**config.mk**
```make
export PLATFORM = sky130hd
export DESIGN_NAME = spi_port
export DESIGN_NICKNAME = d
export VERILOG_FILES = /design/src/pkg/spi_port_pkg.sv /design/src/spi_clk_tick.sv /design/src/spi_port.sv /design/src/spi_sync2.sv
export SDC_FILE = /design/constraint.sdc
export NUM_CORES = 1
export LEC_CHECK = 0
export ABC_AREA = 1
export BUFFER_PORTS_ARGS = -buffer_cell sky130_fd_sc_hd__buf_4
export CORE_MARGIN = 2
export CORE_UTILIZATION = 27
export CTS_BUF_LIST = sky130_fd_sc_hd__clkbuf_8
export CTS_CLUSTER_DIAMETER = 100
export DETAILED_ROUTE_END_ITERATION = 16
export REMOVE_ABC_BUFFERS = 1
export SYNTH_ARGS = -nofsm -noshare
export SYNTH_HDL_FRONTEND = slang
export SYNTH_HIERARCHICAL = 1
export SYNTH_SLANG_ARGS = --single-unit
```
**constraint.sdc**
```tcl
create_clock -name aclk -period 1.79 [get_ports aclk]
set_input_delay 0.179 -clock aclk [delete_from_list [all_inputs] [get_ports aclk]]
set_output_delay 0.179 -clock aclk [all_outputs]
set_load 0.02 [all_outputs]
```
**src/pkg/spi_port_pkg.sv**
```systemverilog
// Constants, register map and types shared by the SPI port design
// Operation
// Mode codes 0-4 master, 5 slave, 6 I2C slave, 7 serial function off.
// Master clock is system clock /4, /16, /64, sub clock, or timer match/2.
// Slave makes no clock; it shifts on the external master's clock.
// Enable low releases data, clock and select pins and stops activity.
// Raising enable keeps control register contents; nothing is reset.
// Slave select rising mid-byte, with select pin enabled, sets incomplete and complete.
// Setting the incomplete flag raises the module interrupt request.
// Software writing 1 to incomplete sets only that flag, not complete.
// Polarity 0 idles the clock high; polarity 1 idles it low.
// Capture on rising edge for polarity/edge 0/0 or 1/1, else falling.
// Software sets polarity and edge bits before starting a transfer.
// Shift order 0 sends LSB first; 1 sends MSB first.
// Select pin enable 0 releases the select pin; 1 makes it active-low select.
// Data write during a transfer is dropped and sets write collision until cleared.
// Complete flag sets when a byte ends, reads 0 during transfer, software clears. Besides software, only a master start clears it; a slave start does not.
// One 8-bit buffer holds byte to send and byte received.
// Format bits 7-6 are plain storage; mode register bit 4 reads zero.
// Master with enable: writing the buffer starts a one-byte exchange at once.
// Slave with select pin disabled is always selected, ignoring the select line.
// External master asserts select before giving any clock edges.
// A byte is eight bits; master returns clock to idle after the eighth.
package spi_port_pkg;

  localparam int          ADDR_W        = 4;
  localparam int          DATA_W        = 32;
  localparam int          BYTE_W        = 8;

  // Word addresses of the three registers
  localparam logic [3:0]  OFS_MODE_CTRL = 4'h0;
  localparam logic [3:0]  OFS_DATA_BUF  = 4'h4;
  localparam logic [3:0]  OFS_FMT_CTRL  = 4'h8;

  // Mode control fields
  localparam int          MODE_HI       = 7;
  localparam int          MODE_LO       = 5;
  localparam int          DEB_HI        = 3;
  localparam int          DEB_LO        = 2;
  localparam int          EN_BIT        = 1;
  localparam int          ICF_BIT       = 0;

  // Format control fields
  localparam int          SPARE_HI      = 7;
  localparam int          SPARE_LO      = 6;
  localparam int          POL_BIT       = 5;
  localparam int          EDGE_BIT      = 4;
  localparam int          ORDER_BIT     = 3;
  localparam int          SELECT_PIN_ENABLE_BIT      = 2;
  localparam int          WRITE_COLLISION_FLAG_BIT      = 1;
  localparam int          TRF_BIT       = 0;

  // Operating mode codes
  localparam logic [2:0]  MODE_DIV4     = 3'h0;
  localparam logic [2:0]  MODE_DIV16    = 3'h1;
  localparam logic [2:0]  MODE_DIV64    = 3'h2;
  localparam logic [2:0]  MODE_SUB      = 3'h3;
  localparam logic [2:0]  MODE_TIMER    = 3'h4;
  localparam logic [2:0]  MODE_SLAVE    = 3'h5;
  localparam logic [2:0]  MODE_I2C      = 3'h6;
  localparam logic [2:0]  MODE_OFF      = 3'h7;

  // Reset values
  localparam logic [2:0]  MODE_RST      = 3'h7;
  localparam logic [1:0]  DEB_RST       = 2'h0;
  localparam logic [7:0]  FMT_RST       = 8'h00;
  localparam logic [7:0]  DATA_RST      = 8'h00;

  // Half periods of the divided master clock, in system clocks
  localparam logic [4:0]  HALF_DIV4     = 5'h02;
  localparam logic [4:0]  HALF_DIV16    = 5'h08;
  localparam logic [4:0]  HALF_DIV64    = 5'h20;

  // Clock toggles in one byte and index of the last captured bit
  localparam logic [4:0]  TOGGLES_BYTE  = 5'h10;
  localparam logic [2:0]  LAST_BIT      = 3'h7;

  // AXI responses
  localparam logic [1:0]  RESP_OKAY     = 2'h0;
  localparam logic [1:0]  RESP_SLVERR   = 2'h2;

  typedef enum logic [1:0] {MC_MASTER, MC_SLAVE, MC_I2C, MC_OFF} mode_class_t;
  typedef enum logic       {XS_IDLE, XS_RUN} xfer_state_t;

endpackage

```
**src/spi_clk_tick.sv**
```systemverilog
// Master clock toggle tick generator: divider, sub clock edges, timer matches
`timescale 1ns/10ps
module spi_clk_tick
  import spi_port_pkg::*;
(
  input  wire logic       aclk,
  input  wire logic       aresetn,
  input  wire logic       ce,
  input  wire logic       run,
  input  wire logic [2:0] mode,
  input  wire logic       sub_clk_s,
  input  wire logic       timer_match,
  output logic            tick
);
  logic [4:0] cnt_r;
  logic       sub_d_r;
  logic [4:0] half;

  // Half period for the divided sources
  always_comb begin
    case (mode)
      MODE_DIV4:  half = HALF_DIV4;
      MODE_DIV16: half = HALF_DIV16;
      default:    half = HALF_DIV64;
    endcase
  end

  // Divider restarts with each transfer so the first half period is whole
  always_ff @(posedge aclk) begin
    if (!aresetn) begin
      cnt_r   <= 5'h00;
      sub_d_r <= 1'b0;
      tick    <= 1'b0;
    end else if (ce) begin
      sub_d_r <= sub_clk_s;
      tick    <= 1'b0;
      if (!run) begin
        cnt_r <= 5'h00;
      end else begin
        case (mode)
          MODE_SUB:   tick <= sub_clk_s ^ sub_d_r;   // Both sub clock edges
          MODE_TIMER: tick <= timer_match;           // Toggle per match: match/2
          default: begin
            if (cnt_r == half - 5'h01) begin        // /4, /16, /64
              cnt_r <= 5'h00;
              tick  <= 1'b1;
            end else begin
              cnt_r <= cnt_r + 5'h01;
            end
          end
        endcase
      end
    end
  end
endmodule // spi_clk_tick

```
**src/spi_port.sv**
```systemverilog
// SPI master/slave port with AXI4-Lite register access
//
// Added by the designer: the AXI4-Lite register port and the placing of the registers.
`timescale 1ns/10ps
module spi_port (
  input  wire logic                             aclk,
  input  wire logic                             aresetn,
  input  wire logic                             ce,
  // AXI4-Lite slave
  input  wire logic [spi_port_pkg::ADDR_W-1:0]  s_awaddr,
  input  wire logic                             s_awvalid,
  output logic                                  s_awready,
  input  wire logic [spi_port_pkg::DATA_W-1:0]  s_wdata,
  input  wire logic [3:0]                       s_wstrb,
  input  wire logic                             s_wvalid,
  output logic                                  s_wready,
  output logic [1:0]                            s_bresp,
  output logic                                  s_bvalid,
  input  wire logic                             s_bready,
  input  wire logic [spi_port_pkg::ADDR_W-1:0]  s_araddr,
  input  wire logic                             s_arvalid,
  output logic                                  s_arready,
  output logic [spi_port_pkg::DATA_W-1:0]       s_rdata,
  output logic [1:0]                            s_rresp,
  output logic                                  s_rvalid,
  input  wire logic                             s_rready,
  // Clock sources
  input  wire logic                             sub_clk,
  input  wire logic                             timer_match,
  // Serial pins
  input  wire logic                             sck_in,
  output logic                                  sck_out,
  output logic                                  sck_oe,
  input  wire logic                             sdi_in,
  output logic                                  sdo_out,
  output logic                                  sdo_oe,
  input  wire logic                             slave_select_n,
  output logic                                  select_pin_active,
  // Module interrupt request
  output logic                                  irq_pulse
);
  import spi_port_pkg::*;

  // Registers
  logic [2:0]  mode_r;
  logic [1:0]  deb_r;
  logic        en_r;
  logic        icf_r;
  logic [1:0]  spare_r;
  logic        pol_r;
  logic        edge_r;
  logic        order_r;
  logic        select_pin_enable_r;
  logic        write_collision_flag_r;
  logic        trf_r;
  logic [7:0]  data_r;

  // Engine
  xfer_state_t state_r;
  logic [7:0]  sh_r;
  logic [2:0]  bit_cnt_r;
  logic        pend_r;
  logic        samp_r;
  logic [4:0]  tog_r;
  logic        sck_r;

  // Bus
  logic [ADDR_W-1:0] awaddr_r;
  logic [7:0]        wdata_r;
  logic              wlane_r;
  logic              aw_got_r;
  logic              w_got_r;

  // Synchronised pins
  logic        sck_s;
  logic        sdi_s;
  logic        ss_n_s;
  logic        sub_s;
  logic        sck_d_r;
  logic        ss_d_r;
  logic        tick;

  mode_class_t mclass;
  logic        is_master;
  logic        is_slave;
  logic        selected;
  logic        in_prog;
  logic        wr_fire;
  logic        wr_ok;
  logic        wr_mode;
  logic        wr_data;
  logic        wr_fmt;
  logic        data_take;
  logic        start;
  logic        m_tog;
  logic        cap_rise;
  logic        ev_cap;
  logic        ev_sh;
  logic        byte_done;
  logic        m_done;
  logic        incomplete;
  logic [7:0]  rd_byte;
  logic        rd_hit;

  // Shift one bit into the byte in the selected order
  function automatic logic [7:0] shift_in(input logic [7:0] v, input logic b,
                                          input logic msb_first);
    shift_in = msb_first ? {v[6:0], b} : {b, v[7:1]};
  endfunction

  spi_sync2 #(.W(4)) u_sync (
    .aclk    (aclk),
    .aresetn (aresetn),
    .ce      (ce),
    .d       ({sck_in, sdi_in, slave_select_n, sub_clk}),
    .q       ({sck_s, sdi_s, ss_n_s, sub_s})
  );

  spi_clk_tick u_tick (
    .aclk        (aclk),
    .aresetn     (aresetn),
    .ce          (ce),
    .run         (state_r == XS_RUN),
    .mode        (mode_r),
    .sub_clk_s   (sub_s),
    .timer_match (timer_match),
    .tick        (tick)
  );

  // Mode decode
  always_comb begin
    case (mode_r)
      MODE_DIV4, MODE_DIV16, MODE_DIV64, MODE_SUB, MODE_TIMER: mclass = MC_MASTER;
      MODE_SLAVE: mclass = MC_SLAVE;
      MODE_I2C:   mclass = MC_I2C;
      default:    mclass = MC_OFF;
    endcase
  end

  // Enable gates everything that touches the pins
  assign is_master = en_r && (mclass == MC_MASTER);
  assign is_slave  = en_r && (mclass == MC_SLAVE);
  assign selected  = !select_pin_enable_r || !ss_n_s;
  assign in_prog   = (state_r == XS_RUN) || (is_slave && (bit_cnt_r != 3'h0 || pend_r));
  assign cap_rise  = (pol_r == edge_r);

  // Master edges come from the tick; slave edges from the external clock
  assign m_tog  = is_master && (state_r == XS_RUN) && tick;
  always_comb begin
    ev_cap = 1'b0;
    ev_sh  = 1'b0;
    if (m_tog) begin
      ev_cap = (!sck_r == cap_rise);
      ev_sh  = (!sck_r != cap_rise);
    end else if (is_slave && selected) begin
      ev_cap = cap_rise ? (sck_s && !sck_d_r) : (!sck_s && sck_d_r);
      ev_sh  = cap_rise ? (!sck_s && sck_d_r) : (sck_s && !sck_d_r);
    end
  end

  assign byte_done  = ev_cap && (bit_cnt_r == LAST_BIT);
  assign m_done     = m_tog && (tog_r == TOGGLES_BYTE - 5'h01);
  // A select release counts only once a bit has moved
  assign incomplete = is_slave && select_pin_enable_r && ss_n_s && !ss_d_r &&
                      (bit_cnt_r != 3'h0 || pend_r);

  // Bus write decode
  assign wr_fire   = aw_got_r && w_got_r && !s_bvalid;
  assign wr_ok     = wr_fire && wlane_r;
  assign wr_mode   = wr_ok && (awaddr_r == OFS_MODE_CTRL);
  assign wr_data   = wr_ok && (awaddr_r == OFS_DATA_BUF);
  assign wr_fmt    = wr_ok && (awaddr_r == OFS_FMT_CTRL);
  assign data_take = wr_data && !in_prog;
  assign start     = data_take && is_master;

  // Write address channel
  always_ff @(posedge aclk) begin
    if (!aresetn) begin
      aw_got_r  <= 1'b0;
      s_awready <= 1'b0;
      awaddr_r  <= '0;
    end else if (ce) begin
      if (s_awvalid && s_awready) begin
        aw_got_r  <= 1'b1;
        s_awready <= 1'b0;
        awaddr_r  <= {s_awaddr[ADDR_W-1:2], 2'b00};
      end else if (wr_fire) begin
        aw_got_r  <= 1'b0;
        s_awready <= 1'b1;
      end else if (!aw_got_r) begin
        s_awready <= 1'b1;
      end
    end
  end

  // Write data channel; only byte lane 0 holds register bits
  always_ff @(posedge aclk) begin
    if (!aresetn) begin
      w_got_r  <= 1'b0;
      s_wready <= 1'b0;
      wdata_r  <= 8'h00;
      wlane_r  <= 1'b0;
    end else if (ce) begin
      if (s_wvalid && s_wready) begin
        w_got_r  <= 1'b1;
        s_wready <= 1'b0;
        wdata_r  <= s_wdata[BYTE_W-1:0];
        wlane_r  <= s_wstrb[0];
      end else if (wr_fire) begin
        w_got_r  <= 1'b0;
        s_wready <= 1'b1;
      end else if (!w_got_r) begin
        s_wready <= 1'b1;
      end
    end
  end

  // Write response; unmapped addresses answer SLVERR
  always_ff @(posedge aclk) begin
    if (!aresetn) begin
      s_bvalid <= 1'b0;
      s_bresp  <= RESP_OKAY;
    end else if (ce) begin
      if (wr_fire) begin
        s_bvalid <= 1'b1;
        s_bresp  <= (awaddr_r == OFS_MODE_CTRL || awaddr_r == OFS_DATA_BUF ||
                     awaddr_r == OFS_FMT_CTRL) ? RESP_OKAY : RESP_SLVERR;
      end else if (s_bready) begin
        s_bvalid <= 1'b0;
      end
    end
  end

  // Read mux
  always_comb begin
    rd_hit  = 1'b1;
    case ({s_araddr[ADDR_W-1:2], 2'b00})
      OFS_MODE_CTRL: rd_byte = {mode_r, 1'b0, deb_r, en_r, icf_r};
      OFS_DATA_BUF:  rd_byte = data_r;
      OFS_FMT_CTRL:  rd_byte = {spare_r, pol_r, edge_r, order_r, select_pin_enable_r, write_collision_flag_r, trf_r};
      default: begin
        rd_byte = 8'h00;
        rd_hit  = 1'b0;
      end
    endcase
  end

  // Read channel: one read at a time, answered one cycle after the address
  always_ff @(posedge aclk) begin
    if (!aresetn) begin
      s_arready <= 1'b0;
      s_rvalid  <= 1'b0;
      s_rdata   <= '0;
      s_rresp   <= RESP_OKAY;
    end else if (ce) begin
      if (s_arvalid && s_arready) begin
        s_arready <= 1'b0;
        s_rvalid  <= 1'b1;
        s_rdata   <= {{(DATA_W-BYTE_W){1'b0}}, rd_byte};
        s_rresp   <= rd_hit ? RESP_OKAY : RESP_SLVERR;
      end else if (s_rvalid && s_rready) begin
        s_rvalid  <= 1'b0;
        s_arready <= 1'b1;
      end else if (!s_rvalid) begin
        s_arready <= 1'b1;
      end
    end
  end

  // Control registers hold their values across enable changes
  always_ff @(posedge aclk) begin
    if (!aresetn) begin
      mode_r  <= MODE_RST;
      deb_r   <= DEB_RST;
      en_r    <= 1'b0;
      spare_r <= FMT_RST[SPARE_HI:SPARE_LO];
      pol_r   <= FMT_RST[POL_BIT];
      edge_r  <= FMT_RST[EDGE_BIT];
      order_r <= FMT_RST[ORDER_BIT];
      select_pin_enable_r  <= FMT_RST[SELECT_PIN_ENABLE_BIT];
    end else if (ce) begin
      if (wr_mode) begin
        mode_r <= wdata_r[MODE_HI:MODE_LO];
        deb_r  <= wdata_r[DEB_HI:DEB_LO];
        en_r   <= wdata_r[EN_BIT];
      end
      // Polarity changes mid-byte swap the capture and shift edges; software must avoid them
      if (wr_fmt) begin
        spare_r <= wdata_r[SPARE_HI:SPARE_LO];
        pol_r   <= wdata_r[POL_BIT];
        edge_r  <= wdata_r[EDGE_BIT];
        order_r <= wdata_r[ORDER_BIT];
        select_pin_enable_r  <= wdata_r[SELECT_PIN_ENABLE_BIT];
      end
    end
  end

  // Flags: a hardware set in the same cycle beats a software clear
  always_ff @(posedge aclk) begin
    if (!aresetn) begin
      icf_r  <= 1'b0;
      write_collision_flag_r <= 1'b0;
      trf_r  <= 1'b0;
    end else if (ce) begin
      if (incomplete) begin
        icf_r <= 1'b1;
      end else if (wr_mode) begin
        icf_r <= wdata_r[ICF_BIT];
      end
      if (wr_data && in_prog) begin
        write_collision_flag_r <= 1'b1;
      end else if (wr_fmt) begin
        write_collision_flag_r <= wdata_r[WRITE_COLLISION_FLAG_BIT];
      end
      if (incomplete || m_done || (is_slave && byte_done)) begin
        trf_r <= 1'b1;
      end else if (start) begin
        trf_r <= 1'b0;
      end else if (wr_fmt) begin
        trf_r <= wdata_r[TRF_BIT];
      end
    end
  end

  // Buffer, shifter and bit counting shared by master and slave
  always_ff @(posedge aclk) begin
    if (!aresetn) begin
      data_r    <= DATA_RST;
      sh_r      <= DATA_RST;
      bit_cnt_r <= 3'h0;
      pend_r    <= 1'b0;
      samp_r    <= 1'b0;
    end else if (ce) begin
      if (data_take) begin
        data_r <= wdata_r;
        sh_r   <= wdata_r;
      end
      if (!en_r || incomplete || start) begin
        bit_cnt_r <= 3'h0;
        pend_r    <= 1'b0;
      end else if (byte_done) begin
        data_r    <= shift_in(sh_r, sdi_s, order_r);
        sh_r      <= shift_in(sh_r, sdi_s, order_r);
        bit_cnt_r <= 3'h0;
        pend_r    <= 1'b0;
      end else if (ev_cap) begin
        samp_r    <= sdi_s;
        pend_r    <= 1'b1;
        bit_cnt_r <= bit_cnt_r + 3'h1;
      end else if (ev_sh && pend_r) begin
        sh_r   <= shift_in(sh_r, samp_r, order_r);
        pend_r <= 1'b0;
      end
    end
  end

  // Master sequencing: sixteen toggles leave the clock at idle
  always_ff @(posedge aclk) begin
    if (!aresetn) begin
      state_r <= XS_IDLE;
      tog_r   <= 5'h00;
      sck_r   <= 1'b1;
    end else if (ce) begin
      case (state_r)
        XS_IDLE: begin
          sck_r <= !pol_r;
          tog_r <= 5'h00;
          if (start) begin
            state_r <= XS_RUN;
          end
        end
        XS_RUN: begin
          if (!is_master) begin
            state_r <= XS_IDLE;
          end else if (m_tog) begin
            sck_r <= !sck_r;
            tog_r <= tog_r + 5'h01;
            if (m_done) begin
              state_r <= XS_IDLE;
            end
          end
        end
        default: state_r <= XS_IDLE;
      endcase
    end
  end

  // Pin drivers; all released while disabled
  always_ff @(posedge aclk) begin
    if (!aresetn) begin
      sck_d_r           <= 1'b0;
      ss_d_r            <= 1'b1;
      sck_out           <= 1'b1;
      sck_oe            <= 1'b0;
      sdo_out           <= 1'b0;
      sdo_oe            <= 1'b0;
      select_pin_active <= 1'b0;
      irq_pulse         <= 1'b0;
    end else if (ce) begin
      sck_d_r           <= sck_s;
      ss_d_r            <= ss_n_s;
      sck_out           <= sck_r;
      sck_oe            <= is_master;
      sdo_out           <= order_r ? sh_r[7] : sh_r[0];
      sdo_oe            <= is_master || (is_slave && selected);
      select_pin_active <= en_r && select_pin_enable_r;
      irq_pulse         <= incomplete || m_done || (is_slave && byte_done);
    end
  end

endmodule // spi_port

```
**src/spi_sync2.sv**
```systemverilog
// Two-flop synchroniser for asynchronous pin inputs
`timescale 1ns/10ps
module spi_sync2 #(
  parameter int W = 1
) (
  input  wire logic         aclk,
  input  wire logic         aresetn,
  input  wire logic         ce,
  input  wire logic [W-1:0] d,
  output logic      [W-1:0] q
);
  logic [W-1:0] meta_r;

  // First stage feeds only the second stage
  always_ff @(posedge aclk) begin
    if (!aresetn) begin
      meta_r <= '0;
      q      <= '0;
    end else if (ce) begin
      meta_r <= d;
      q      <= meta_r;
    end
  end
endmodule // spi_sync2

```
# Yosys cells after proc, flatten, opt, wreduce, memory -nomap -nowiden

Index checks and enable logic that the tools add are counted.

Reduce and logical (&&, ||, !) cells: 88
Add/sub/neg operators: 4
Multiplexer cells: 70
Bitwise gates (word level): 4
Equality and inequality tests: 23

Operators with widths:

| cell                                              | count |
|---|---|
| 2-to-1 mux 8 bit                                  | 10 |
| 2-to-1 mux 1 bit                                  | 43 |
| AND reduction 2 bit                               | 19 |
| logical AND 1 bit                                 | 30 |
| 2-to-1 mux 5 bit                                  | 5 |
| case mux 8 bit (3 select lines)                   | 1 |
| == test 3 bit (second input constant)             | 4 |
| nonzero test 2 bit                                | 6 |
| adder 5 x 1 -> 5 bit (second input constant)      | 2 |
| zero test 1 bit                                   | 10 |
| logical OR 1 bit                                  | 10 |
| case mux 5 bit (2 select lines)                   | 1 |
| 2-to-1 mux 3 bit                                  | 3 |
| != test 3 x 1 -> 1 bit (second input constant)    | 3 |
| nonzero test 3 bit                                | 3 |
| case mux 4 bit (2 select lines)                   | 1 |
| == test 2 x 1 -> 1 bit (second input constant)    | 3 |
| == test 3 x 2 -> 1 bit (second input constant)    | 2 |
| case mux 1 bit (2 select lines)                   | 3 |
| case mux 2 bit (3 select lines)                   | 1 |
| == test 5 x 4 -> 1 bit (second input constant)    | 1 |
| == test 5 bit                                     | 1 |
| OR reduction 5 bit                                | 1 |
| subtractor 4 x 1 -> 5 bit (second input constant) | 1 |
| other kinds (18)                                  | 25 |

Output and inout port bits: 47
Logic and storage cells: 234
Register bits: 96

# Longest topological paths before layout

Gate-level depths: netlist of run 1.

Depth in word-level cells: 14
Depth in mapped cells: 14
Mapped depth without buffers: 14

# By module

Netlist of run 1, hierarchy kept.

Modules (own cells, without submodules):

| module       | instances | area each (um2) | seq. area each (um2) | cells an instance |
|---|---|---|---|---|
| spi_port     | 1         | 4237.8          | 1581.5               | 593 |
| spi_clk_tick | 1         | 485.5           | 140.1                | 78 |
| spi_sync2    | 1         | 356.6           | 160.2                | 51 |

# Worst setup path after synthesis of run 1

Ideal clock, no wire load.

Path type: register -> register
Start: register mode_r[0]
End: register u_tick.cnt_r[3]
Data required time: 1.674 ns
Stages on the path, launching flop included: 10
Arrival: 1.413 ns
Buffers on the path: 0
Clock period less this slack: 1.529 ns
Slack: 0.261 ns
Setup time: 0.116 ns
Path through: dfxtp_1 -> nand3b_1 -> ha_1 -> xnor2_1 -> nor2_1 -> nand2_1 -> nand2_1 -> nand2_2 -> nand2_1 -> nor2_1

Cells in the longest elaborated chain, start to end: 7

Ends and longest elaborated chain:

| item                                                      | RTL line           | RTL |
|---|---|---|
| start, declared                                           | spi_port.sv:45     | `logic [2:0] mode_r;` |
| start signal, assigned                                    | spi_port.sv:283    | `mode_r <= wdata_r[MODE_HI:MODE_LO];` |
| == test 3 x 1 -> 1 bit or zero test 3 bit (tied branches) | spi_clk_tick.sv:21 | `case (mode)` |
| case mux 4 bit (2 select lines)                           | spi_clk_tick.sv:21 |  |
| subtractor 4 x 1 -> 5 bit                                 | spi_clk_tick.sv:44 | `if (cnt_r == half - 5'h01) begin` |
| == test 5 bit                                             | spi_clk_tick.sv:44 |  |
| 2-to-1 mux 5 bit                                          | spi_clk_tick.sv:44 |  |
| 2-to-1 mux 5 bit                                          | spi_clk_tick.sv:40 | `case (mode)` |
| 2-to-1 mux 5 bit                                          | spi_clk_tick.sv:37 | `if (!run) begin` |
| end signal, assigned                                      | spi_clk_tick.sv:48 | `cnt_r <= cnt_r + 5'h01;` |
| end, declared                                             | spi_clk_tick.sv:15 | `logic [4:0] cnt_r;` |

Several ways; a longest one is shown, not always the timed one. The select of a mux whose other input is x is not followed.
A chain may end at the register's enable or synchronous reset.

# Worst setup path in the final report of run 1

Same ends and word-level chain as after synthesis.

==> results.toml, run 1 <==
[status]
outcome = "finished, final reports clean"

[cts]
path_clk_slew_ps = 90
cts_made_buffers = 9
cts_tree = "yes"
clock_latency_ps = 380
htreeDepth = 3
cts_sinks = 94
hold_buffers = 0
cts_buffer_depth = 2
root_buffer = "clkbuf_8"

[timing]
skew_ps = 15.0
finalHoldViolCount = 0
report.final.slew_viol_count = 0
grt_setup_unrepaired = "false"
setup_viol = 0
final.period_utilization_pct = 91.0
finalSetupTns_ps = 0
fin_ws_ps = 162
finalHoldWorstSlack_ps = 57.4
min_period_ps = 1630
clock.fmax_ghz = 0.614

[global_route]
grt_pass1_wl_mm = 21.4
grt_pass1_vias = 4160
grt_use_total_pct = 13.4
overflow = 0
grt_max_degree = 43
antenna_found_initial = 0

[placement]
gp_congestion = 0.804
dpl_worst_slack_ps = 95.0
dpl.cell_count = 1007
io_buffer_count = 46
place_hpwl_mm = 9.74

[layout]
multi_input_area_um2 = 2580
finalNetCount = 850
nFillCells = 2018
syn_to_final_growth_pct = 17.0
antenna_cells = 0
seq_area_um2 = 1890
stdcell_count = 1025
drive_gt1_share_pct = 18.3

[die]
fp.dieW_um = 141
initial_utilization_pct = 27.3
fp.coreArea_um2 = 18600
die-area_um2 = 19900
die_height_um = 141
io_pins = 104
rows = 50

[synthesis]
synth_cells = 722
synthMuxAreaShare_pct = 0.591
syn_area_per_cell_um2 = 7.04
synth_area_um2 = 5080
ys_seq_area_share_pct = 37.0
yosysUniqueCellTypes = 40
synth_top_family_by_area = "simple AND/OR/NAND/NOR gates"
yosys.area_share.xor_xnor_pct = 0.345
synth_top_area_share_pct = 37.0
ys_warn_count = 6
synthAdderAreaFrac_pct = 1.72
synthTopCellsByArea = "dfxtp_1 37%, nand2_1 11%, a21oi_1 6.5%, nand3_1 6.4%, inv_1 6.3%"
yosysTopAreaCell = "dfxtp_1"
synth_compound_area_share_pct = 15.8
synth_simple_gate_area_share_pct = 30.3
synth_seq_cells = 94

[critical_path]
worst_ep_required_time_ps = 2070
end_kind = "flop"
crit_path_start = "mode_r[0]"
critPathLaunchType = "flop"
rr_startpoint = "mode_r[0]"
criticalPathCategory = "reg -> reg"
cp_max_fo = 5
worstPathArrival_ps = 1910

[routing]
drt-wirelength-per-cell_um = 12.9
vias = 4658
wl_mm = 13.2
detail_route.first_pass.iterations = 4
first_iter_violations = 235
drtAntennaViolNets = 0
viasPerCell = 4.54
drc = 0

[power_and_ir_drop]
powerDensity_nw_per_um2 = 681
ir_drop_mv = 0.330
power.leakage_uw = 0.00260

[flow_run]
cap_violations = 0

[min_path]
worstHoldStart = "s_bready"
hp-class = "in -> reg"
==> Yosys cell counts, drive strengths merged <==
master,n
xnor2,2
clkbuf,15
mux2i,3
nor4,2
nand3b,1
inv,92
nor2,56
nand4,12
nand2,172
a21oi,66
buf,39
dfxtp,94
ha,7
o21ai,69
nand3,70
nor3,3
a31oi,2
conb,1
a221oi,3
o211ai,6
a211oi,1
clkinv,2
o211a,1
nor3b,1
o22ai,2
==> logic make-up after synthesis <==
family	count (synthesis)
flops	94
simple gates	317
fa+ha+maj	7
other cells	1
mux	3
buf+inv	148
xor+xnor	2
compound gates	150
==> registers in the layout, summed over array words and instances, names as in the netlist, 4 cells and up <==
name and count:
u_sync/q 4, s_rdata 8, tog_r 5, sh_r 8, u_sync/meta_r 4, data_r 8, wdata_r 8, u_tick/cnt_r 5
==> metal layers <==
metal,track usage [%],vias to the layer above,wire (µm)
met5,0,-,0
met3,3.43,6,640
li1,-,2425,-
met1,19.4,2137,6830
met4,3.00,0,76
met2,20.1,90,5660
==> critical path: stages (launching register included) <==
cell	delay, ps
dfxtp_4	370
buf_4	150
nor2_4	110
nand2_2	60
ha_1	280
xnor2_1	120
nor2_1	120
nand2_1	80
nand2_1	80
nand2_2	70
nand2_1	70
nor2_1	40
==> worst paths after layout <==
check	to	slack, ps	cells past startpoint
min reg2reg	s_rdata[1]	470	2
max reg2reg	u_tick/cnt_r[3]	160	11
max	u_tick/cnt_r[3]	160	11
min	s_bvalid	60	4
==> cell usage in the layout (no fill, tap or decap), types with 11 or more instances in the layout <==
| master | netlist | final |
|---|---|---|
| a21oi_1 | 66 | 66 |
| buf_4 | 26 | 80 |
| conb_1 | 1 | 26 |
| dfxtp_1 | 94 | 89 |
| inv_1 | 85 | 87 |
| nand2_1 | 152 | 152 |
| nand2_2 | 14 | 14 |
| nand3_1 | 65 | 65 |
| nand4_1 | 11 | 11 |
| nor2_1 | 49 | 49 |
| o21ai_0 | 60 | 59 |
==> area by class of cell <==
| type | count | share of cell area [%] |
|---|---|---|
| clock buffer | 9 | 2.08 |
| clock inverter | 7 | 1.12 |
| multi-input combinational | 505 | 43.4 |
| inverter | 94 | 5.94 |
| sequential | 94 | 31.8 |
| tap | 234 | 4.93 |
| timing repair buffer | 82 | 10.8 |
==> per-stage QoR <==
step | instance area (µm²) | power [µW] | utilization [%]
finish | 5940 | 4050 | 32.0
detailed placement | 5730 | 2680 | 30.8
CTS | 5920 | 4120 | 31.9
floorplan | 4810 | 2480 | -
global placement | 5730 | 2680 | 30.8
global route | 5940 | 4240 | 32.0
==> power by group <==
group	switching, µW	total [µW]	internal (µW)
clock network	781	1420	639
registers	38.6	2180	2150
logic	294	445	151
==> repair_timing <==
| item | in CTS | in global routing |
|---|---|---|
| resized for setup | 0 | 7 |
| hold endpoints to repair | 0 | 0 |
| setup buffers | 0 | 2 |
| endpoints found under the setup margin | 0 | 22 |
No activity file was read; power rests on OpenSTA's default activity.
==> run 2, diff against run 1 <==
--- a/config.mk
+++ b/config.mk
@@ -11,3 +11,2 @@
 export CORE_UTILIZATION = 27
-export CTS_BUF_LIST = sky130_fd_sc_hd__clkbuf_8
 export CTS_CLUSTER_DIAMETER = 100
==> constraint.sdc (replaced) <==
create_clock -name aclk -period 1.79 [get_ports aclk]
set_input_delay 0.2685 -clock aclk [delete_from_list [all_inputs] [get_ports aclk]]
set_output_delay 0.2685 -clock aclk [all_outputs]
set_load 0.02 [all_outputs]
==> results.toml, run 2 (synthesis results as in run 1) <==
[status]
outcome = "finished, final reports clean"

[power_and_ir_drop]
pwr-share-seq_pct = 48.6
total_power_uw = 4500
p_switching_uw = 1210
p_comb_share_pct = 9.8
ir_drop_mv = 0.408
swShare_pct = 26.9
pwr-share-clk_pct = 41.6
powerDensity_nw_per_um2 = 747
p_int_uw = 3290
power.leakage_uw = 0.00261

[layout]
stdcell_count = 1020
mostFrequentLayoutCells = "151 x nand2_1, 90 x dfxtp_1, 85 x inv_1"
syn_to_final_growth_pct = 18.6
drive_gt1_share_pct = 18.2
seq_area_um2 = 1890
antenna_cells = 0
multi_input_area_um2 = 2600
finalNetCount = 845
layout_commonest_cell = "nand2_1"
nFillCells = 1966

[timing]
final.period_utilization_pct = 92.2
grt_setup_unrepaired = "true"
skew_ps = 6.31
min_period_ps = 1650
setup_viol = 0
finalHoldViolCount = 0
report.final.slew_viol_count = 0
clock.fmax_ghz = 0.606

[critical_path]
end_kind = "flop"
worstPathArrival_ps = 1940
worst_ep_required_time_ps = 2080
rr_startpoint = "mode_r[2]"
criticalPathCategory = "reg -> reg"
reg2reg_depth = 10
timing.rr.end = "sh_r[5]"
critPathLaunchType = "flop"
r2r_slack_ps = 140
crit_path_start = "mode_r[2]"
cp_max_fo = 6

[flow_run]
cap_violations = 0

[global_route]
grt_pass1_vias = 4295
grt_max_degree = 31
grt_use_total_pct = 13.5
grt_pass1_wl_mm = 21.3
overflow = 0
antenna_found_initial = 0

[routing]
viasPerCell = 4.61
drc = 0
detail_route.first_pass.iterations = 5
drtAntennaViolNets = 0
drt-wirelength-per-cell_um = 13.0
first_iter_violations = 336
vias = 4702
wl_mm = 13.2

[placement]
gp_congestion = 0.816
io_buffer_count = 46
place_hpwl_mm = 9.83
dpl.cell_count = 1004

[cts]
clock_latency_ps = 360
cts_buffer_depth = 2
hold_buffers = 0
htreeDepth = 3
path_clk_slew_ps = 70
cts_made_buffers = 9
cts_sinks = 94
root_buffer = "clkbuf_16"
cts_tree = "yes"

[die]
initial_utilization_pct = 27.3
fp.dieW_um = 141
fp.coreArea_um2 = 18600
rows = 50
io_pins = 104
die_height_um = 141
die-area_um2 = 19900

[min_path]
hp-class = "in -> reg"
min_to = "s_bvalid"
worstHoldStart = "s_bready"
whs_path_depth = 4
-- run 2: changes by cell type in the layout (fill, tap and decap cells not counted), sizes merged --
cell / change
buf: -5
clkbuf: +2
bufinv: -1
clkinv: +1
clkinvlp: -1
inv: -1
-- run 2: cell type report --
cell class,instances,area share (%)
multi-input cells,505,43.2
flip-flops and latches,94,31.4
repair buffers,77,9.99
inverters,94,5.86
well taps,234,4.86
clock buffers,11,4.03
clock inverters,5,0.706
-- run 2: power by group through the flow --
stage               Combinational (µW)  Clock [µW]  Sequential (µW)
global route                       491        1990             2190
floorplan                          227           0             2250
finish                             441        1870             2190
CTS                                441        1920             2190
detailed placement                 440           0             2240
global placement                   437           0             2240
-- run 2: repair_timing --
item                                    4_1_cts  5_1_grt
buffers inserted                              0        0
endpoints found under the setup margin        0       25
resized for setup                             0       13
-- run 2: how the worst max path moves through the flow --
stage	slack, ps	to
6_report	140	sh_r[5]
5_1_grt	-10	bit_cnt_r[2]
3_5_place_dp	90	u_tick/cnt_r[4]
3_3_place_gp	100	sh_r[7]
2_1_floorplan	190	sh_r[7]
4_1_cts	70	sh_r[7]
-- run 2: worst max-delay path, stage by stage, from the launching register on --
cell     delay (ps)
dfxtp_2         360
nand2_2         110
nand3_2         110
nor2_4          180
nand2_1         120
nand2_2         120
nand3_4         150
buf_6           170
nand3_1          70
nand3_1          80
a21oi_1         130
-- run 2: layer usage --
layer	up-vias	GRT usage [%]	part of all wire (%)
li1	2417	-	-
met1	2133	18.5	49
met2	138	20.7	43
met3	14	3.19	6.2
met4	0	4.95	1.9
met5	-	0	0
-- run 2: stage by stage --
step | utilization (%) | TNS [ps] | cell area [µm²] | setup slack, ps | hold WS, ps
CTS | 32.2 | 0 | 5980 | 66.3 | 173
finish | 32.4 | 0 | 6020 | 140 | 184
detailed placement | 30.7 | 0 | 5700 | 86.6 | 458
floorplan | - | 0 | 4810 | 186 | 353
global route | 32.4 | -23.8 | 6020 | -12.0 | 187
global placement | 30.7 | 0 | 5700 | 100 | 455
==> run 3, diff against run 2 <==
Settings changed: PLACE_DENSITY set to 0.45.
==> results.toml, run 3 (synthesis results as in run 1) <==
[status]
outcome = "finished, final reports clean"

[critical_path]
rr_startpoint = "mode_r[2]"
cp_max_fo = 7
criticalPathCategory = "reg -> reg"
r2r_slack_ps = 170
end_kind = "flop"
critPathLaunchType = "flop"
worstPathArrival_ps = 1910
crit_path_start = "mode_r[2]"
worst_ep_required_time_ps = 2080

[die]
initial_utilization_pct = 27.3
rows = 50
die_height_um = 141
fp.dieW_um = 141
fp.coreArea_um2 = 18600
die-area_um2 = 19900
io_pins = 104

[global_route]
antenna_found_initial = 0
grt_pass1_vias = 4237
grt_pass1_wl_mm = 23.0
overflow = 0
grt_use_total_pct = 14.8
grt_max_degree = 33

[timing]
final.period_utilization_pct = 90.7
skew_ps = 10.2
tightest_slew_ps = 498
setup_viol = 0
fin_ws_ps = 167
min_period_ps = 1620
finalSetupTns_ps = 0
grt_setup_unrepaired = "false"
slew-limit-headroom_pct = 66.7
report.final.slew_viol_count = 0
clock.fmax_ghz = 0.616
finalHoldViolCount = 0

[cts]
cts_tree = "yes"
clock_latency_ps = 350
cts_sinks = 94
cts_buffer_depth = 2
path_clk_slew_ps = 70
cts_made_buffers = 9
htreeDepth = 3
root_buffer = "clkbuf_16"

[placement]
io_buffer_count = 46
dpl_worst_slack_ps = 52.7
place_hpwl_mm = 10.4
gp_congestion = 0.781

[routing]
first_iter_violations = 242
detail_route.first_pass.iterations = 5
drtAntennaViolNets = 0
vias = 4625
viasPerCell = 4.48
wl_mm = 14.2
drc = 0
drt-wirelength-per-cell_um = 13.8

[min_path]
hp-class = "in -> reg"
worstHoldStart = "s_bready"

[layout]
finalNetCount = 859
mostFrequentLayoutCells = "151 x nand2_1, 88 x dfxtp_1, 87 x buf_4"
layout_commonest_cell = "nand2_1"
nFillCells = 2063
antenna_cells = 0
multi_input_area_um2 = 2610
drive_gt1_share_pct = 19.5
syn_to_final_growth_pct = 21.0
seq_area_um2 = 1890

[flow_run]
cap_violations = 0

[power_and_ir_drop]
powerDensity_nw_per_um2 = 724
ir_drop_mv = 0.435
power.leakage_uw = 0.00268
-- run 3: cell types whose count changed in the layout (fill, tap and decap cells not counted), moves of 2 or more --
| cell | change |
|---|---|
| buf_4 | +14 |
| buf_12 | +3 |
| buf_6 | -3 |
| dfxtp_1 | -2 |
| inv_6 | -2 |
-- run 3: metal layers --
| metal | share of wire, % | GRT usage [%] | up-vias |
|---|---|---|---|
| li1 | - | - | 2444 |
| met5 | 0 | 0 | - |
| met3 | 4.5 | 3.13 | 9 |
| met2 | 44 | 23.1 | 102 |
| met1 | 50 | 20.7 | 2070 |
| met4 | 1.0 | 3.79 | 0 |
-- run 3: worst max-delay path, stage by stage (launching register included) --
cell     delay, ps
dfxtp_2        370
nand2_2        120
nand3_2        110
nor2_4         150
nand3_4        130
nand2_4        100
nand2_4        100
buf_4          180
nand3_1         70
nand3_1         80
a21oi_1        130
-- run 3: layout make-up --
type / instances / share of cell area [%]
multi-input combinational: 505 / 42.4
sequential: 94 / 30.8
timing repair buffer: 91 / 11.9
inverter: 94 / 5.74
tap: 234 / 4.76
clock buffer: 12 / 4.01
clock inverter: 3 / 0.346
-- run 3: final timing paths --
path | endpoint | cells past startpoint
worst max-delay path | sh_r[2] | 10
worst min-delay path | s_bvalid | 4
worst max register to register | sh_r[2] | 10
worst min register to register | s_bresp[1] | 2
-- run 3: power breakdown --
part / internal (µW) / switching [µW]
sequential: 2150 / 38.1
combinational: 159 / 299
clock: 974 / 833
-- run 3: what timing repair did --
action,in CTS,in global routing
endpoints found under the setup margin,0,24
hold buffers,0,0
hold endpoints to repair,0,0
gates resized for setup,0,12
buffers inserted,0,6
-- run 3: per-stage QoR --
stage | area [µm²] | cells | power [µW] | hold slack, ps | util [%]
finish | 6150 | 1033 | 4450 | 182 | 33.1
global route | 6150 | 1033 | 4660 | 194 | 33.1
CTS | 6060 | 1027 | 4530 | 178 | 32.6
detailed placement | 5790 | 1012 | 2700 | 453 | 31.2
global placement | 5790 | 1012 | 2700 | 452 | 31.2
floorplan | 4810 | 693 | 2480 | 353 | -
